## src/verilog/timer_flags_regs.svh

```systemverilog
// register indexes, field positions, reset values and constants of the timer flag block
`ifndef TIMER_FLAGS_REGS_SVH
`define TIMER_FLAGS_REGS_SVH

`define TF_AXI_ADDR_W      22
`define TF_IDX_W           20
`define TF_IDX_IEN_CH0     20'hF0274
`define TF_IDX_POL_CH0     20'hF0275
`define TF_IDX_FLAGS_CH1   20'hF0283
`define TF_IDX_IEN_CH1     20'hF0284
`define TF_IDX_POL_CH1     20'hF0285
`define TF_IDX_IRQ_EVENT   20'hF0290
`define TF_IDX_IRQ_MASK    20'hF0291

`define TF_FLAG_A          0
`define TF_FLAG_D          3
`define TF_FLAG_OVF        4
`define TF_FLAG_UDF        5
`define TF_IEN_WRAP        4
`define TF_POL_LSB         1
`define TF_POL_MSB         3

`define TF_RST_FLAGS       6'h00
`define TF_RST_IEN         5'h00
`define TF_RST_POL         3'h0
`define TF_RST_MASK        6'h00

`define TF_CNT_MAX         16'hFFFF
`define TF_CNT_ZERO        16'h0000
`define TF_RESP_OKAY       2'h0
`define TF_RESP_SLVERR     2'h2

`endif

```

## src/verilog/timer_flags_pkg.sv

```systemverilog
// types of the timer flag block
package timer_flags_pkg;
  typedef enum logic [1:0] {
    EDGE_RISE = 2'h0,
    EDGE_FALL = 2'h1,
    EDGE_BOTH = 2'h2,
    EDGE_ANY  = 2'h3
  } edge_sel_t;

  typedef enum logic [1:0] {
    WR_IDLE = 2'h1,
    WR_RESP = 2'h2
  } wr_state_t;

  typedef enum logic [1:0] {
    RD_IDLE = 2'h1,
    RD_DATA = 2'h2
  } rd_state_t;
endpackage : timer_flags_pkg

```

## src/verilog/timer_channel_flags_irq_polarity.sv

```systemverilog
// channel 1 status flags, interrupt enables and pwm polarity of a dual 16-bit timer
//
// Summary of operation
// - set overflow when counter wraps from FFFFH to 0000H while counting
// - also set overflow when a match clear takes the counter from FFFFH to zero
// - writing one to a status flag leaves it unchanged
// - writing zero to a flag last read as zero does not clear it
// - writing zero to a flag read as one clears it; read state tracked per flag
// - capture function: match flags A, B set on selected edge of pins A, B
// - capture function: match flags C, D set on selected edge of pins C, D
// - underflow flag never set during input capture function
// - other functions: match flag set when counter equals its general register
// - underflow flag set on counter underflow, only in complementary pwm mode
// - with transfer controller servicing, match flag set after transfer completes
// - match interrupt enable bits pass or block their flag interrupts
// - polarity bits act only in pwm function, ignored otherwise
// - polarity bit zero gives low active output, one gives high active
// - status, interrupt enable and polarity registers reset to zero
//
// The AXI4-Lite interface to the registers was chosen for this implementation.
`timescale 1ns/10ps
`include "timer_flags_regs.svh"
module timer_channel_flags_irq_polarity (
  input  wire logic                     i_sys_clk,
  input  wire logic                     i_sys_rst,
  input  wire logic [`TF_AXI_ADDR_W-1:0] i_s_axi_awaddr,
  input  wire logic                     i_s_axi_awvalid,
  output logic                          o_s_axi_awready,
  input  wire logic [31:0]              i_s_axi_wdata,
  input  wire logic [3:0]               i_s_axi_wstrb,
  input  wire logic                     i_s_axi_wvalid,
  output logic                          o_s_axi_wready,
  output logic [1:0]                    o_s_axi_bresp,
  output logic                          o_s_axi_bvalid,
  input  wire logic                     i_s_axi_bready,
  input  wire logic [`TF_AXI_ADDR_W-1:0] i_s_axi_araddr,
  input  wire logic                     i_s_axi_arvalid,
  output logic                          o_s_axi_arready,
  output logic [31:0]                   o_s_axi_rdata,
  output logic [1:0]                    o_s_axi_rresp,
  output logic                          o_s_axi_rvalid,
  input  wire logic                     i_s_axi_rready,
  input  wire logic [15:0]              i_counter_ch1,
  input  wire logic                     i_count_tick,
  input  wire logic                     i_count_down,
  input  wire logic                     i_counter_clear,
  input  wire logic                     i_capture_mode,
  input  wire logic                     i_comp_pwm_mode,
  input  wire logic [15:0]              i_general_reg_a_ch1,
  input  wire logic [15:0]              i_general_reg_b_ch1,
  input  wire logic [15:0]              i_general_reg_c_ch1,
  input  wire logic [15:0]              i_general_reg_d_ch1,
  input  wire logic [3:0]               i_timer_pin_ch1,
  input  wire logic [1:0]               i_edge_sel_a,
  input  wire logic [1:0]               i_edge_sel_b,
  input  wire logic [1:0]               i_edge_sel_c,
  input  wire logic [1:0]               i_edge_sel_d,
  input  wire logic [3:0]               i_dtc_enable,
  input  wire logic [3:0]               i_dtc_done,
  input  wire logic                     i_pwm_mode_ch0,
  input  wire logic                     i_pwm_mode_ch1,
  input  wire logic [2:0]               i_pwm_active_ch0,
  input  wire logic [2:0]               i_pwm_active_ch1,
  output logic [2:0]                    o_pwm_out_ch0,
  output logic [2:0]                    o_pwm_out_ch1,
  output logic [4:0]                    o_irq_enable_ch0,
  output logic                          o_wrap_interrupt,
  output logic [3:0]                    o_match_interrupt,
  output logic                          o_irq
);
  // bus state
  timer_flags_pkg::wr_state_t wr_state_ff;
  timer_flags_pkg::wr_state_t nxt_wr_state;
  timer_flags_pkg::rd_state_t rd_state_ff;
  timer_flags_pkg::rd_state_t nxt_rd_state;
  logic                   aw_hold_ff;
  logic                   w_hold_ff;
  logic [`TF_IDX_W-1:0]   aw_idx_ff;
  logic [7:0]             w_data_ff;
  logic                   w_lane0_ff;
  logic                   awready_ff;
  logic                   wready_ff;
  logic                   arready_ff;
  logic [1:0]             bresp_ff;
  logic [31:0]            rdata_ff;
  logic [1:0]             rresp_ff;
  logic                   nxt_aw_hold;
  logic                   nxt_w_hold;
  logic [`TF_IDX_W-1:0]   nxt_aw_idx;
  logic [7:0]             nxt_w_data;
  logic                   nxt_w_lane0;
  logic                   nxt_awready;
  logic                   nxt_wready;
  logic                   nxt_arready;
  logic [1:0]             nxt_bresp;
  logic [31:0]            nxt_rdata;
  logic [1:0]             nxt_rresp;
  logic                   do_write;
  logic                   do_read;
  logic                   wr_hit;
  logic [`TF_IDX_W-1:0]   ar_idx;
  // register state
  logic [4:0]             ien0_ff;
  logic [2:0]             pol0_ff;
  logic [5:0]             flags_ff;
  logic [5:0]             seen_ff;
  logic [4:0]             ien1_ff;
  logic [2:0]             pol1_ff;
  logic [5:0]             evt_ff;
  logic [5:0]             mask_ff;
  logic [4:0]             nxt_ien0;
  logic [2:0]             nxt_pol0;
  logic [5:0]             nxt_flags;
  logic [5:0]             nxt_seen;
  logic [4:0]             nxt_ien1;
  logic [2:0]             nxt_pol1;
  logic [5:0]             nxt_evt;
  logic [5:0]             nxt_mask;
  logic [5:0]             hw_set;
  logic [5:0]             sw_clr;
  logic [3:0]             match_set;
  logic                   ovf_set;
  logic                   udf_set;
  logic                   wr_lane;
  // outputs
  logic [2:0]             pwm_ch0_ff;
  logic [2:0]             pwm_ch1_ff;
  logic                   wrap_irq_ff;
  logic [3:0]             match_irq_ff;
  logic                   irq_ff;
  logic [2:0]             nxt_pwm_ch0;
  logic [2:0]             nxt_pwm_ch1;
  logic                   nxt_wrap_irq;
  logic [3:0]             nxt_match_irq;
  logic                   nxt_irq;
  logic [15:0]            greg [4];
  logic [1:0]             esel [4];

  assign greg[0] = i_general_reg_a_ch1;
  assign greg[1] = i_general_reg_b_ch1;
  assign greg[2] = i_general_reg_c_ch1;
  assign greg[3] = i_general_reg_d_ch1;
  assign esel[0] = i_edge_sel_a;
  assign esel[1] = i_edge_sel_b;
  assign esel[2] = i_edge_sel_c;
  assign esel[3] = i_edge_sel_d;

  // one detector per match flag a to d
  genvar g;
  generate
    for (g = 0; g < 4; g = g + 1) begin : g_match
      match_event_gen u_match (
        .i_sys_clk     (i_sys_clk),
        .i_sys_rst     (i_sys_rst),
        .i_capture_mode(i_capture_mode),
        .i_pin         (i_timer_pin_ch1[g]),
        .i_edge_sel    (esel[g]),
        .i_count_tick  (i_count_tick),
        .i_counter     (i_counter_ch1),
        .i_general_reg (greg[g]),
        .i_dtc_enable  (i_dtc_enable[g]),
        .i_dtc_done    (i_dtc_done[g]),
        .o_set         (match_set[g])
      );
    end
  endgenerate

  // axi4-lite write and read channels
  always_comb begin
    nxt_aw_hold  = aw_hold_ff;
    nxt_w_hold   = w_hold_ff;
    nxt_aw_idx   = aw_idx_ff;
    nxt_w_data   = w_data_ff;
    nxt_w_lane0  = w_lane0_ff;
    nxt_wr_state = wr_state_ff;
    nxt_bresp    = bresp_ff;
    nxt_rd_state = rd_state_ff;
    nxt_rdata    = rdata_ff;
    nxt_rresp    = rresp_ff;
    ar_idx       = i_s_axi_araddr[`TF_AXI_ADDR_W-1:2];
    do_read      = i_s_axi_arvalid & arready_ff;
    if (i_s_axi_awvalid & awready_ff) begin
      nxt_aw_hold = 1'b1;
      nxt_aw_idx  = i_s_axi_awaddr[`TF_AXI_ADDR_W-1:2];
    end
    if (i_s_axi_wvalid & wready_ff) begin
      nxt_w_hold  = 1'b1;
      nxt_w_data  = i_s_axi_wdata[7:0];
      nxt_w_lane0 = i_s_axi_wstrb[0];
    end
    wr_hit = (aw_idx_ff == `TF_IDX_IEN_CH0) | (aw_idx_ff == `TF_IDX_POL_CH0) |
             (aw_idx_ff == `TF_IDX_FLAGS_CH1) | (aw_idx_ff == `TF_IDX_IEN_CH1) |
             (aw_idx_ff == `TF_IDX_POL_CH1) | (aw_idx_ff == `TF_IDX_IRQ_EVENT) |
             (aw_idx_ff == `TF_IDX_IRQ_MASK);
    do_write = 1'b0;
    case (wr_state_ff)
      timer_flags_pkg::WR_IDLE: begin
        if (aw_hold_ff & w_hold_ff) begin
          do_write     = 1'b1;
          nxt_aw_hold  = 1'b0;
          nxt_w_hold   = 1'b0;
          nxt_bresp    = wr_hit ? `TF_RESP_OKAY : `TF_RESP_SLVERR;
          nxt_wr_state = timer_flags_pkg::WR_RESP;
        end
      end
      timer_flags_pkg::WR_RESP: begin
        if (i_s_axi_bready) begin
          nxt_wr_state = timer_flags_pkg::WR_IDLE;
        end
      end
      default: nxt_wr_state = timer_flags_pkg::WR_IDLE;
    endcase
    case (rd_state_ff)
      timer_flags_pkg::RD_IDLE: begin
        if (do_read) begin
          nxt_rresp    = `TF_RESP_OKAY;
          nxt_rd_state = timer_flags_pkg::RD_DATA;
          case (ar_idx)
            `TF_IDX_IEN_CH0:   nxt_rdata = {27'h0000000, ien0_ff};
            `TF_IDX_POL_CH0:   nxt_rdata = {28'h0000000, pol0_ff, 1'b0};
            `TF_IDX_FLAGS_CH1: nxt_rdata = {26'h0000000, flags_ff};
            `TF_IDX_IEN_CH1:   nxt_rdata = {27'h0000000, ien1_ff};
            `TF_IDX_POL_CH1:   nxt_rdata = {28'h0000000, pol1_ff, 1'b0};
            `TF_IDX_IRQ_EVENT: nxt_rdata = {26'h0000000, evt_ff};
            `TF_IDX_IRQ_MASK:  nxt_rdata = {26'h0000000, mask_ff};
            default: begin
              nxt_rdata = 32'h00000000;
              nxt_rresp = `TF_RESP_SLVERR;
            end
          endcase
        end
      end
      timer_flags_pkg::RD_DATA: begin
        if (i_s_axi_rready) begin
          nxt_rd_state = timer_flags_pkg::RD_IDLE;
        end
      end
      default: nxt_rd_state = timer_flags_pkg::RD_IDLE;
    endcase
    nxt_awready = ~nxt_aw_hold & (nxt_wr_state == timer_flags_pkg::WR_IDLE);
    nxt_wready  = ~nxt_w_hold & (nxt_wr_state == timer_flags_pkg::WR_IDLE);
    nxt_arready = (nxt_rd_state == timer_flags_pkg::RD_IDLE);
  end

  always_ff @(posedge i_sys_clk) begin
    if (i_sys_rst) begin
      wr_state_ff <= timer_flags_pkg::WR_IDLE;
      rd_state_ff <= timer_flags_pkg::RD_IDLE;
      aw_hold_ff  <= 1'b0;
      w_hold_ff   <= 1'b0;
      aw_idx_ff   <= 20'h00000;
      w_data_ff   <= 8'h00;
      w_lane0_ff  <= 1'b0;
      awready_ff  <= 1'b0;
      wready_ff   <= 1'b0;
      arready_ff  <= 1'b0;
      bresp_ff    <= `TF_RESP_OKAY;
      rdata_ff    <= 32'h00000000;
      rresp_ff    <= `TF_RESP_OKAY;
    end else begin
      wr_state_ff <= nxt_wr_state;
      rd_state_ff <= nxt_rd_state;
      aw_hold_ff  <= nxt_aw_hold;
      w_hold_ff   <= nxt_w_hold;
      aw_idx_ff   <= nxt_aw_idx;
      w_data_ff   <= nxt_w_data;
      w_lane0_ff  <= nxt_w_lane0;
      awready_ff  <= nxt_awready;
      wready_ff   <= nxt_wready;
      arready_ff  <= nxt_arready;
      bresp_ff    <= nxt_bresp;
      rdata_ff    <= nxt_rdata;
      rresp_ff    <= nxt_rresp;
    end
  end

  // flags, enables, polarity and interrupt registers
  always_comb begin
    wr_lane  = do_write & w_lane0_ff;
    // counting up through maximum, or cleared by match at maximum
    ovf_set  = ((i_count_tick & ~i_count_down) | i_counter_clear) &
               (i_counter_ch1 == `TF_CNT_MAX);
    udf_set  = i_count_tick & i_count_down & (i_counter_ch1 == `TF_CNT_ZERO) &
               i_comp_pwm_mode & ~i_capture_mode;
    hw_set   = {udf_set, ovf_set, match_set};
    // only zeros written over flags seen set clear them; ones do nothing
    sw_clr   = (wr_lane & (aw_idx_ff == `TF_IDX_FLAGS_CH1)) ?
               (~w_data_ff[5:0] & seen_ff) : 6'h00;
    nxt_flags = (flags_ff & ~sw_clr) | hw_set;
    nxt_seen  = (wr_lane & (aw_idx_ff == `TF_IDX_FLAGS_CH1)) ? 6'h00 : seen_ff;
    if (do_read & (ar_idx == `TF_IDX_FLAGS_CH1)) begin
      nxt_seen = nxt_seen | flags_ff;
    end
    nxt_evt  = ((do_read & (ar_idx == `TF_IDX_IRQ_EVENT)) ? 6'h00 : evt_ff) | hw_set;
    nxt_ien0 = ien0_ff;
    nxt_pol0 = pol0_ff;
    nxt_ien1 = ien1_ff;
    nxt_pol1 = pol1_ff;
    nxt_mask = mask_ff;
    if (wr_lane) begin
      case (aw_idx_ff)
        `TF_IDX_IEN_CH0:  nxt_ien0 = w_data_ff[4:0];
        `TF_IDX_POL_CH0:  nxt_pol0 = w_data_ff[`TF_POL_MSB:`TF_POL_LSB];
        `TF_IDX_IEN_CH1:  nxt_ien1 = w_data_ff[4:0];
        `TF_IDX_POL_CH1:  nxt_pol1 = w_data_ff[`TF_POL_MSB:`TF_POL_LSB];
        `TF_IDX_IRQ_MASK: nxt_mask = w_data_ff[5:0];
        default:          nxt_mask = mask_ff;
      endcase
    end
    // polarity applies only in pwm function: one high active, zero low active
    nxt_pwm_ch0   = i_pwm_mode_ch0 ? ~(i_pwm_active_ch0 ^ pol0_ff)
                                   : i_pwm_active_ch0;
    nxt_pwm_ch1   = i_pwm_mode_ch1 ? ~(i_pwm_active_ch1 ^ pol1_ff)
                                   : i_pwm_active_ch1;
    nxt_match_irq = flags_ff[`TF_FLAG_D:`TF_FLAG_A] & ien1_ff[3:0];
    nxt_wrap_irq  = ien1_ff[`TF_IEN_WRAP] &
                    (flags_ff[`TF_FLAG_OVF] | flags_ff[`TF_FLAG_UDF]);
    nxt_irq       = |(evt_ff & mask_ff);
  end

  always_ff @(posedge i_sys_clk) begin
    if (i_sys_rst) begin
      flags_ff     <= `TF_RST_FLAGS;
      seen_ff      <= `TF_RST_FLAGS;
      ien0_ff      <= `TF_RST_IEN;
      ien1_ff      <= `TF_RST_IEN;
      pol0_ff      <= `TF_RST_POL;
      pol1_ff      <= `TF_RST_POL;
      evt_ff       <= `TF_RST_FLAGS;
      mask_ff      <= `TF_RST_MASK;
      pwm_ch0_ff   <= 3'h0;
      pwm_ch1_ff   <= 3'h0;
      match_irq_ff <= 4'h0;
      wrap_irq_ff  <= 1'b0;
      irq_ff       <= 1'b0;
    end else begin
      flags_ff     <= nxt_flags;
      seen_ff      <= nxt_seen;
      ien0_ff      <= nxt_ien0;
      ien1_ff      <= nxt_ien1;
      pol0_ff      <= nxt_pol0;
      pol1_ff      <= nxt_pol1;
      evt_ff       <= nxt_evt;
      mask_ff      <= nxt_mask;
      pwm_ch0_ff   <= nxt_pwm_ch0;
      pwm_ch1_ff   <= nxt_pwm_ch1;
      match_irq_ff <= nxt_match_irq;
      wrap_irq_ff  <= nxt_wrap_irq;
      irq_ff       <= nxt_irq;
    end
  end

  assign o_s_axi_awready   = awready_ff;
  assign o_s_axi_wready    = wready_ff;
  assign o_s_axi_bresp     = bresp_ff;
  assign o_s_axi_bvalid    = wr_state_ff[1];
  assign o_s_axi_arready   = arready_ff;
  assign o_s_axi_rdata     = rdata_ff;
  assign o_s_axi_rresp     = rresp_ff;
  assign o_s_axi_rvalid    = rd_state_ff[1];
  assign o_pwm_out_ch0     = pwm_ch0_ff;
  assign o_pwm_out_ch1     = pwm_ch1_ff;
  assign o_irq_enable_ch0  = ien0_ff;
  assign o_wrap_interrupt  = wrap_irq_ff;
  assign o_match_interrupt = match_irq_ff;
  assign o_irq             = irq_ff;
endmodule : timer_channel_flags_irq_polarity

```

## src/verilog/match_event_gen.sv

```systemverilog
// capture edge or compare match detection for one match flag, with transfer deferral
`timescale 1ns/10ps
module match_event_gen (
  input  wire logic        i_sys_clk,
  input  wire logic        i_sys_rst,
  input  wire logic        i_capture_mode,
  input  wire logic        i_pin,
  input  wire logic [1:0]  i_edge_sel,
  input  wire logic        i_count_tick,
  input  wire logic [15:0] i_counter,
  input  wire logic [15:0] i_general_reg,
  input  wire logic        i_dtc_enable,
  input  wire logic        i_dtc_done,
  output logic             o_set
);
  logic pin_prev_ff;
  logic pending_ff;
  logic set_ff;
  logic nxt_pin_prev;
  logic nxt_pending;
  logic nxt_set;
  logic edge_hit;
  logic event_now;

  always_comb begin
    nxt_pin_prev = i_pin;
    case (timer_flags_pkg::edge_sel_t'(i_edge_sel))
      timer_flags_pkg::EDGE_RISE: edge_hit = i_pin & ~pin_prev_ff;
      timer_flags_pkg::EDGE_FALL: edge_hit = ~i_pin & pin_prev_ff;
      default:                    edge_hit = i_pin ^ pin_prev_ff;
    endcase
    // capture edge or counter equal to general register
    event_now = i_capture_mode ? edge_hit
                               : (i_count_tick & (i_counter == i_general_reg));
    if (i_dtc_enable) begin
      // flag set only once the transfer has completed
      nxt_set     = i_dtc_done & pending_ff;
      nxt_pending = (pending_ff & ~i_dtc_done) | event_now;
    end else begin
      nxt_set     = event_now;
      nxt_pending = 1'b0;
    end
  end

  always_ff @(posedge i_sys_clk) begin
    if (i_sys_rst) begin
      pin_prev_ff <= 1'b0;
      pending_ff  <= 1'b0;
      set_ff      <= 1'b0;
    end else begin
      pin_prev_ff <= nxt_pin_prev;
      pending_ff  <= nxt_pending;
      set_ff      <= nxt_set;
    end
  end

  assign o_set = set_ff;
endmodule : match_event_gen

```

## config.mk

```make
export PLATFORM = sky130hd
export DESIGN_NAME = timer_channel_flags_irq_polarity
export DESIGN_NICKNAME = d
export VERILOG_FILES = /design/src/verilog/timer_flags_pkg.sv /design/src/verilog/timer_channel_flags_irq_polarity.sv /design/src/verilog/match_event_gen.sv
export VERILOG_INCLUDE_DIRS = /design/src /design/src/verilog
export SDC_FILE = /design/constraint.sdc
export NUM_CORES = 1
export LEC_CHECK = 0
export CORE_ASPECT_RATIO = 1.25
export CORE_MARGIN = 4
export CORE_UTILIZATION = 50
export CTS_CLUSTER_SIZE = 40
export DETAILED_ROUTE_END_ITERATION = 12
export DONT_BUFFER_PORTS = 1
export PLACE_DENSITY = 0.67
export SKIP_CTS_REPAIR_TIMING = 1
export SYNTH_ARGS = -nofsm -noshare
export SYNTH_HDL_FRONTEND = slang
export SYNTH_SLANG_ARGS = --single-unit
```

## constraint.sdc

```tcl
create_clock -name i_sys_clk -period 2.75 [get_ports i_sys_clk]
set_input_delay 0.4125 -clock i_sys_clk [delete_from_list [all_inputs] [get_ports i_sys_clk]]
set_output_delay 0.4125 -clock i_sys_clk [all_outputs]
set_load 0.005 [all_outputs]
```

# Word-level counts from Yosys, hierarchy flattened
# Cells that the tools add are included.
[op_classes]
reduce_logical = 18
mux = 35
n_eq_ne = 29
bitwise = 86
[op_table]
columns = ["op", "count"]
rows = [
  ["20-bit equality test (second input constant)", 14],
  ["16-bit equality test", 4],
  ["6-bit case mux with 7 select lines", 1],
  ["1-bit bitwise AND", 37],
  ["6-bit 2-to-1 mux", 4],
  ["1-bit NOT", 20],
  ["6-bit bitwise AND", 3],
  ["6-bit OR", 3],
  ["16-bit equality test (second input constant)", 1],
  ["2-bit by 1-bit equality test with 1-bit output (second input constant)", 8],
  ["16-bit logical NOT", 1],
  ["1-bit 2-to-1 mux", 16],
  ["2-bit AND reduction", 7],
  ["2-bit 2-to-1 mux", 6],
  ["6-bit NOT", 2],
  ["1-bit OR", 12],
  ["2-bit logical NOT", 4],
  ["1-bit case mux with 2 select lines", 4],
  ["2-bit case mux with 2 select lines", 2],
  ["2-bit OR reduction", 4],
  ["7-bit OR reduction", 1],
  ["3-bit 2-to-1 mux", 2],
  ["3-bit NOT", 2],
  ["6-bit OR reduction", 1],
  ["4 further kinds", 9],
]
[word_totals]
out_inout_bits = 58
ff_bits = 136

# Longest topological paths before layout
# Gate-level depths: netlist of the first run.
[depth]
word_depth = 9
mapped_depth = 9
mapped_depth_nobuf = 7

# By module
# Synthesis of the first run repeated with hierarchy kept, for this count alone.
[unflattened]
cells_unflattened = 664
hier_area_um2 = 5743.0
[modules_own_cells]
columns = ["mod", "instances", "cells_per_inst", "seq_area_each_um2", "area_each_um2"]
rows = [
  ["timer_channel_flags_irq_polarity", 1, 496, 1921.8, 4326.6],
  ["match_event_gen", 4, 42, 60.1, 354.1],
]

# Least setup slack after synthesis of the first run
# No wires, ideal clock.
[synth_path]
path_kind = "reg-to-reg"
from = "reg wr_state_ff[1]"
to = "reg flags_ff[2]"
required_ns = 2.618
n_path_buf = 2
setup_slack_ns = 0.546
setup_ns = 0.132
arrival_ns = 2.073
synth_period_minus_slack_ns = 2.204
path_stages_with_launch = 10
cell_sequence = "dfxtp_1 -> inv_1 -> ha_1 -> and3_1 -> clkbuf_1 -> nand4_1 -> or4b_4 -> buf_6 -> nor4b_2 -> nor3_1"
[synth_via]
elab_chain_cells = 8
[synth_rtl]
columns = ["item", "line", "rtl"]
rows = [
  ["start, declared", "timer_channel_flags_irq_polarity.sv:72", "timer_flags_pkg::wr_state_t wr_state_ff;"],
  ["start signal, assigned", "timer_channel_flags_irq_polarity.sv:247", "wr_state_ff <= timer_flags_pkg::WR_IDLE;"],
  ["start signal, assigned", "timer_channel_flags_irq_polarity.sv:261", "wr_state_ff <= nxt_wr_state;"],
  ["2-bit by 1-bit equality test with 1-bit output", "timer_channel_flags_irq_polarity.sv:196", "case (wr_state_ff)"],
  ["1-bit 2-to-1 mux", "timer_channel_flags_irq_polarity.sv:196", ""],
  ["1-bit bitwise AND", "timer_channel_flags_irq_polarity.sv:279", "wr_lane = do_write & w_lane0_ff;"],
  ["1-bit bitwise AND", "timer_channel_flags_irq_polarity.sv:287", "sw_clr = (wr_lane & (aw_idx_ff == `TF_IDX_FLAGS_CH1)) ?"],
  ["6-bit 2-to-1 mux", "timer_channel_flags_irq_polarity.sv:287", ""],
  ["6-bit NOT", "timer_channel_flags_irq_polarity.sv:289", "nxt_flags = (flags_ff & ~sw_clr) | hw_set;"],
  ["6-bit bitwise AND", "timer_channel_flags_irq_polarity.sv:289", ""],
  ["6-bit OR", "timer_channel_flags_irq_polarity.sv:289", ""],
  ["end signal, assigned", "timer_channel_flags_irq_polarity.sv:323", "flags_ff <= `TF_RST_FLAGS;"],
  ["end signal, assigned", "timer_channel_flags_irq_polarity.sv:337", "flags_ff <= nxt_flags;"],
  ["end, declared", "timer_channel_flags_irq_polarity.sv:105", "logic [5:0] flags_ff;"],
]
# No other way between the ends.
# A chain may end at the register's enable or synchronous reset.

# Worst setup path in the final report of the first run
[layout_path]
from = "reg wr_state_ff[1]"
to = "reg flags_ff[0]"
# Same word-level chain as after synthesis.

==> results of run 1 <==
[cells by family (layout without fill, tap and decap cells)]
group,Yosys count,count (layout),synth area share
compound gates,111,111,0.127
fa+ha+maj,12,12,0.0259
xor+xnor,70,70,0.106
flops,108,108,0.373
simple gates,267,267,0.249
mux,26,26,0.0458
buf+inv,82,38,0.0726
other cells,1,28,0.000647
[placed cells by master, fill, tap and decap left out, drive strengths merged, types with 8 or more instances in the layout]
| master | n |
|---|---|
| nor2b | 11 |
| nor3 | 17 |
| nor4b | 9 |
| dfxtp | 108 |
| a221oi | 8 |
| nor2 | 60 |
| inv | 18 |
| xor2 | 26 |
| mux2i | 22 |
| a22oi | 19 |
| clkbuf | 10 |
| a21oi | 51 |
| conb | 28 |
| nand4 | 22 |
| xnor2 | 44 |
| nor4 | 15 |
| ha | 12 |
| nand3 | 14 |
| nand2 | 73 |
[worst max-delay path, stage by stage (launching register included)]
cell     delay, ns
dfxtp_1       0.36
inv_1         0.09
ha_1          0.19
and3_1        0.28
nand4_1       0.26
or4b_4        0.69
nor4b_1       0.28
nor3_1        0.08
[layer usage]
metal,track usage,up-vias
li1,-,2289
met1,0.223,2211
met2,0.424,213
met3,0.0597,34
met4,0.103,0
met5,0,-
[power by group through the flow]
stage	logic (W)	clock network (W)	registers (W)
final	0.000522	0.00118	0.00182
after detailed placement	0.000525	0	0.00186
after CTS	0.000528	0.00121	0.00182
after global routing	0.000600	0.00129	0.00184
after global placement	0.000501	0	0.00185
after floorplan	0.000520	0	0.00180
[synthesized netlist by cell type (5+ instances only)]
cell type | number | area (um2)
a21oi_1 | 51 | 255
ha_1 | 12 | 150
and2_1 | 7 | 43.8
nand3_1 | 14 | 70.1
nand2b_1 | 6 | 37.5
dfxtp_1 | 108 | 2160
nor3_1 | 16 | 80.1
nand2_1 | 73 | 274
and3_1 | 7 | 43.8
mux2i_1 | 22 | 220
inv_1 | 16 | 60.1
o211a_1 | 5 | 50.1
nor2b_1 | 11 | 68.8
buf_4 | 28 | 210
clkbuf_1 | 36 | 135
xor2_1 | 26 | 228
o21ai_0 | 7 | 35.0
nor4_1 | 13 | 81.3
a221oi_1 | 8 | 70.1
nand4_1 | 22 | 138
nor4b_1 | 6 | 52.6
a22oi_1 | 19 | 143
nor2_1 | 60 | 225
xnor2_1 | 44 | 385
[cell type report]
class | instances | area, um2
Clock buffer | 10 | 229
Timing Repair Buffer | 7 | 52.6
Multi-Input combinational cell | 514 | 3310
Fill cell | 1051 | 5170
Inverter | 16 | 60.1
Tap cell | 135 | 169
Clock inverter | 5 | 36.3
Sequential cell | 108 | 2160
[through the flow]
| stage | std cells | instance area [um2] | setup slack [ns] | total power (W) |
|---|---|---|---|---|
| 6_report | 795 | 6020 | 0.401 | 0.00353 |
| 5_1_grt | 795 | 6020 | 0.271 | 0.00373 |
| 4_1_cts | 795 | 6020 | 0.407 | 0.00356 |
| 3_5_place_dp | 780 | 5750 | 0.421 | 0.00238 |
| 3_3_place_gp | 780 | 5750 | 0.502 | 0.00235 |
| 2_1_floorplan | 704 | 5890 | 0.546 | 0.00232 |
[final timing paths]
kind	to	slack, ns	startpoint	cells after the start
max reg2reg	flags_ff[0]	0.40	wr_state_ff[1]	7
min	o_s_axi_arready	0.14	i_sys_rst	1
max	flags_ff[0]	0.40	wr_state_ff[1]	7
min reg2reg	aw_idx_ff[8]	0.45	aw_idx_ff[8]	2
[sequential cells by signal, summed over array words and instances (netlist names), 5 cells and up]
name and count:
ien1_ff 5, seen_ff 6, mask_ff 6, o_irq_enable_ch0 5, evt_ff 6, aw_idx_ff 20
w_data_ff 6, o_s_axi_rdata 6, flags_ff 6
==> results.sh, run 1 <==
export IMPL_synth_warnings=0
export IMPL_cts_sink_count=108
export IMPL_first_global_vias=4845
export IMPL_share_seq_of_total_power=0.516
export IMPL_max_freq_mhz=426
export IMPL_initial_core_util=0.518
export IMPL_syn_to_final_growth_pct=3.93
export IMPL_postSynthCellCount=677
export IMPL_rows=43
export IMPL_routed_wirelength_mm=15.5
export IMPL_post_synthesis_mean_instance_area_um2=8.56
export IMPL_final_hold_violation_count=0
export IMPL_synth_ff_type="dfxtp_1"
export IMPL_fin_hold_ws_ns=0.143
export IMPL_synth_seq_area_share=0.373
export IMPL_final_max_slew_violation_count=0
export IMPL_worst_clock_skew_ns=0.0108
export IMPL_core_area_mm2=0.0112
export IMPL_placer_s_final_routability_congestion_estimate=0.910
export IMPL_worst_setup_hold_path_clk_slew_ns=0.07
export IMPL_wl_met1_mm=5.60
export IMPL_crit_required_ns=2.98
export IMPL_die_height_um=128
export IMPL_timing_critical_path_arrival_ns=2.58
export IMPL_dr_first_iter_drc_count=210
export IMPL_wire_per_inst_um=19.5
export IMPL_number_of_synthesized_flops_with_an_enable_pin=0
export IMPL_cts_inserted_buffers=9
export IMPL_cts_root_buffer_cell="clkbuf_16"
export IMPL_final_nets=868
export IMPL_cts_tree="done"
export IMPL_ant_nets=0
export IMPL_wl_met2_mm=8.34
export IMPL_power_share_switching=0.280
export IMPL_hp_class="primary input to flip-flop"
export IMPL_detailedRoute_firstPassIterationCount=5
export IMPL_min_period_ns=2.35
export IMPL_critical_path_max_fanout=12
export IMPL_tightestPinTransition_ns=0.702
export IMPL_p_int_w=0.00254
export IMPL_gr_total_overflow=0
export IMPL_top_level_ports=258
export IMPL_portion_of_the_clock_cycle_consumed_by_the_worst_path_in_the_final_layout=0.854
export IMPL_final_core_utilization=0.538
export IMPL_power_per_standard_cell_area_mw_per_mm2=586
export IMPL_synth_area_mm2=0.00579
export IMPL_timing_worst_setup_path_type="flip-flop to flip-flop"
export IMPL_clock_insertion_delay_at_the_later_pin_of_the_skew_report_ns=0.35
export IMPL_end_kind="flip-flop"
export IMPL_max_cap_viol_count=0
export IMPL_switchingPower_w=0.000988
export IMPL_dp_hpwl_mm=12.5
export IMPL_synth_lib_cells_used_distinct=57
export IMPL_setup_violations_final=0
export IMPL_routed_via_count=4747
export IMPL_critPathLaunchType="flip-flop"
export IMPL_route_detailed_vias_per_inst=5.97
export IMPL_die_width_um=104
export IMPL_number_of_synthesized_register_bits=108
export IMPL_p_leak_nw=2.22
export IMPL_setup_tns_final_ns=0
export IMPL_grt_max_degree=94
export IMPL_cts_htree_levels=3
export IMPL_rsz0062_at_grt="false"
export IMPL_dr_wl_met3_mm=1.09
export IMPL_clk_path_buf_depth=2
export IMPL_ir_worst_vdd_uv=282
export IMPL_antenna_cells=0
export IMPL_status="complete, no violations"
export IMPL_async_flop_share=0
export IMPL_initial_antenna_violation_count=0
export IMPL_power_frac_clock=0.336
export IMPL_power_share_combinational=0.148
export IMPL_share_of_post_route_cells_with_drive_strength_above_1=0.0591
export IMPL_drc=0
export IMPL_io_buffer_count=0
export IMPL_grt_pass1_wl_mm=23.8
export IMPL_timing_max_slew_rel_slack=0.532
export IMPL_grt_util_all_layers=0.222
export IMPL_die_area_mm2=0.0134
export IMPL_top_layer_used="met4"
Note: power is estimated with default switching activity, not from simulation.
==> run 2: changes to the inputs <==
CTS_CLUSTER_SIZE = unset   (was 40)
REMOVE_ABC_BUFFERS = 1   (was unset)
==> results.sh, run 2 (synthesis results as in run 1) <==
export IMPL_status="complete, no violations"
export IMPL_final_common_cell="dfxtp_1"
export IMPL_worst_clock_skew_ns=0.00914
export IMPL_worstPathCellList="inv_1 > ha_1 > and3_1 > nand4_1 > or4b_4 > nor4b_1 > nor3_1"
export IMPL_share_of_post_route_cells_with_drive_strength_above_1=0.0592
export IMPL_core_area_mm2=0.0112
export IMPL_max_freq_mhz=415
export IMPL_p_int_w=0.00268
export IMPL_placer_s_final_routability_congestion_estimate=0.898
export IMPL_cts_tree="done"
export IMPL_die_area_mm2=0.0134
export IMPL_hp_class="primary input to flip-flop"
export IMPL_max_cap_viol_count=0
export IMPL_clk_path_buf_depth=2
export IMPL_timing_critical_path_arrival_ns=2.63
export IMPL_final_critical_path_setup_slack_ns=0.342
export IMPL_routed_wirelength_mm=15.5
export IMPL_power_per_standard_cell_area_mw_per_mm2=608
export IMPL_initial_core_util=0.518
export IMPL_antenna_cells=0
export IMPL_grt_util_all_layers=0.228
export IMPL_p_leak_nw=2.23
export IMPL_worst_slack_after_detailed_placement_ns=0.376
export IMPL_critPathMaxStageDelay_ns=0.69
export IMPL_largest_register_ff_count=20
export IMPL_tightestPinTransition_ns=0.721
export IMPL_final_max_slew_violation_count=0
export IMPL_setup_tns_final_ns=0
export IMPL_syn_to_final_growth_pct=4.45
export IMPL_timing_worst_setup_path_type="flip-flop to flip-flop"
export IMPL_switchingPower_w=0.000994
export IMPL_grt_pass1_wl_mm=24.1
export IMPL_die_height_um=128
export IMPL_drc=0
export IMPL_dr_first_iter_drc_count=251
export IMPL_cp_slowest_cell="or4b_4"
export IMPL_most_common_layout_cells="dfxtp_1, nand2_1, nor2_1"
export IMPL_wire_per_inst_um=19.5
export IMPL_timing_max_slew_rel_slack=0.513
export IMPL_power_share_switching=0.270
export IMPL_die_width_um=104
export IMPL_critPathLaunchType="flip-flop"
export IMPL_power_share_combinational=0.141
export IMPL_first_global_vias=4891
export IMPL_cts_sink_count=108
export IMPL_route_detailed_vias_per_inst=5.98
export IMPL_final_hold_violation_count=0
export IMPL_power_frac_clock=0.364
export IMPL_ant_nets=0
export IMPL_min_period_ns=2.41
export IMPL_crit_required_ns=2.97
export IMPL_initial_antenna_violation_count=0
export IMPL_top_level_ports=258
export IMPL_io_buffer_count=0
export IMPL_dp_hpwl_mm=12.4
export IMPL_rsz0062_at_grt="false"
export IMPL_cts_inserted_buffers=9
export IMPL_routed_via_count=4747
export IMPL_cts_root_buffer_cell="clkbuf_16"
export IMPL_grt_max_degree=94
export IMPL_critical_path_max_fanout=12
export IMPL_ir_worst_vdd_uv=308
export IMPL_max_flop_register="aw_idx_ff"
export IMPL_portion_of_the_clock_cycle_consumed_by_the_worst_path_in_the_final_layout=0.875
export IMPL_worst_setup_hold_path_clk_slew_ns=0.07
export IMPL_setup_violations_final=0
export IMPL_share_seq_of_total_power=0.495
export IMPL_end_kind="flip-flop"
export IMPL_detailedRoute_firstPassIterationCount=6
export IMPL_clock_insertion_delay_at_the_later_pin_of_the_skew_report_ns=0.35
export IMPL_final_nets=866
export IMPL_rows=43
export IMPL_cts_htree_levels=3
export IMPL_gr_total_overflow=0
-- run 2: changes by cell type in the layout (fill, tap and decap cells not counted), sizes merged --
cell / before / now
buf: 7 / 5
clkinv: 3 / 2
clkbuf: 10 / 11
bufinv: 0 / 1
-- run 2: path summary, 6_finish.rpt --
| check | start | depth (start not counted) | slack (ns) | to |
|---|---|---|---|---|
| max | wr_state_ff[1] | 7 | 0.34 | flags_ff[1] |
| min | i_sys_rst | 1 | 0.13 | aw_idx_ff[19] |
| max reg2reg | wr_state_ff[1] | 7 | 0.34 | flags_ff[1] |
| min reg2reg | aw_idx_ff[9] | 2 | 0.45 | aw_idx_ff[9] |
-- run 2: area by class of cell --
| class | count | area, um2 |
|---|---|---|
| clock buffer | 11 | 253 |
| sequential | 108 | 2160 |
| multi-input combinational | 514 | 3310 |
| inverter | 16 | 60.1 |
| clock inverter | 5 | 57.6 |
| tap | 135 | 169 |
| fill | 1003 | 5140 |
| timing repair buffer | 5 | 37.5 |
-- run 2: metrics by stage --
step	cell area, um2	util	std cells	hold slack, ns	power, W
2_1_floorplan	5530	-	638	0.426	0.00223
3_3_place_gp	5740	0.513	778	0.436	0.00235
3_5_place_dp	5740	0.513	778	0.437	0.00238
4_1_cts	6050	0.541	794	0.117	0.00371
5_1_grt	6050	0.541	794	0.115	0.00386
6_report	6050	0.541	794	0.127	0.00368
-- run 2: layer usage --
layer,share of wire,track usage,up-vias
met4,0.045,0.133,0
met1,0.35,0.221,2202
li1,-,-,2278
met5,0,0,-
met3,0.067,0.0547,39
met2,0.54,0.437,228
-- run 2: power by group through the flow --
| stage | combinational, W | clock (W) | sequential [W] |
|---|---|---|---|
| 2_1_floorplan | 0.000422 | 0 | 0.00181 |
| 3_5_place_dp | 0.000521 | 0 | 0.00186 |
| 5_1_grt | 0.000595 | 0.00143 | 0.00184 |
| 3_3_place_gp | 0.000496 | 0 | 0.00185 |
| 6_report | 0.000520 | 0.00134 | 0.00182 |
| 4_1_cts | 0.000523 | 0.00137 | 0.00182 |
-- run 2: critical path, delay by kind of cell, from the launching register on --
| kind | cells | cell delay, ns |
|---|---|---|
| flip-flops | 1 | 0.36 |
| AND/OR/NAND/NOR | 5 | 1.66 |
| buffers and inverters | 1 | 0.09 |
| adder cells (fa/ha/maj) | 1 | 0.17 |
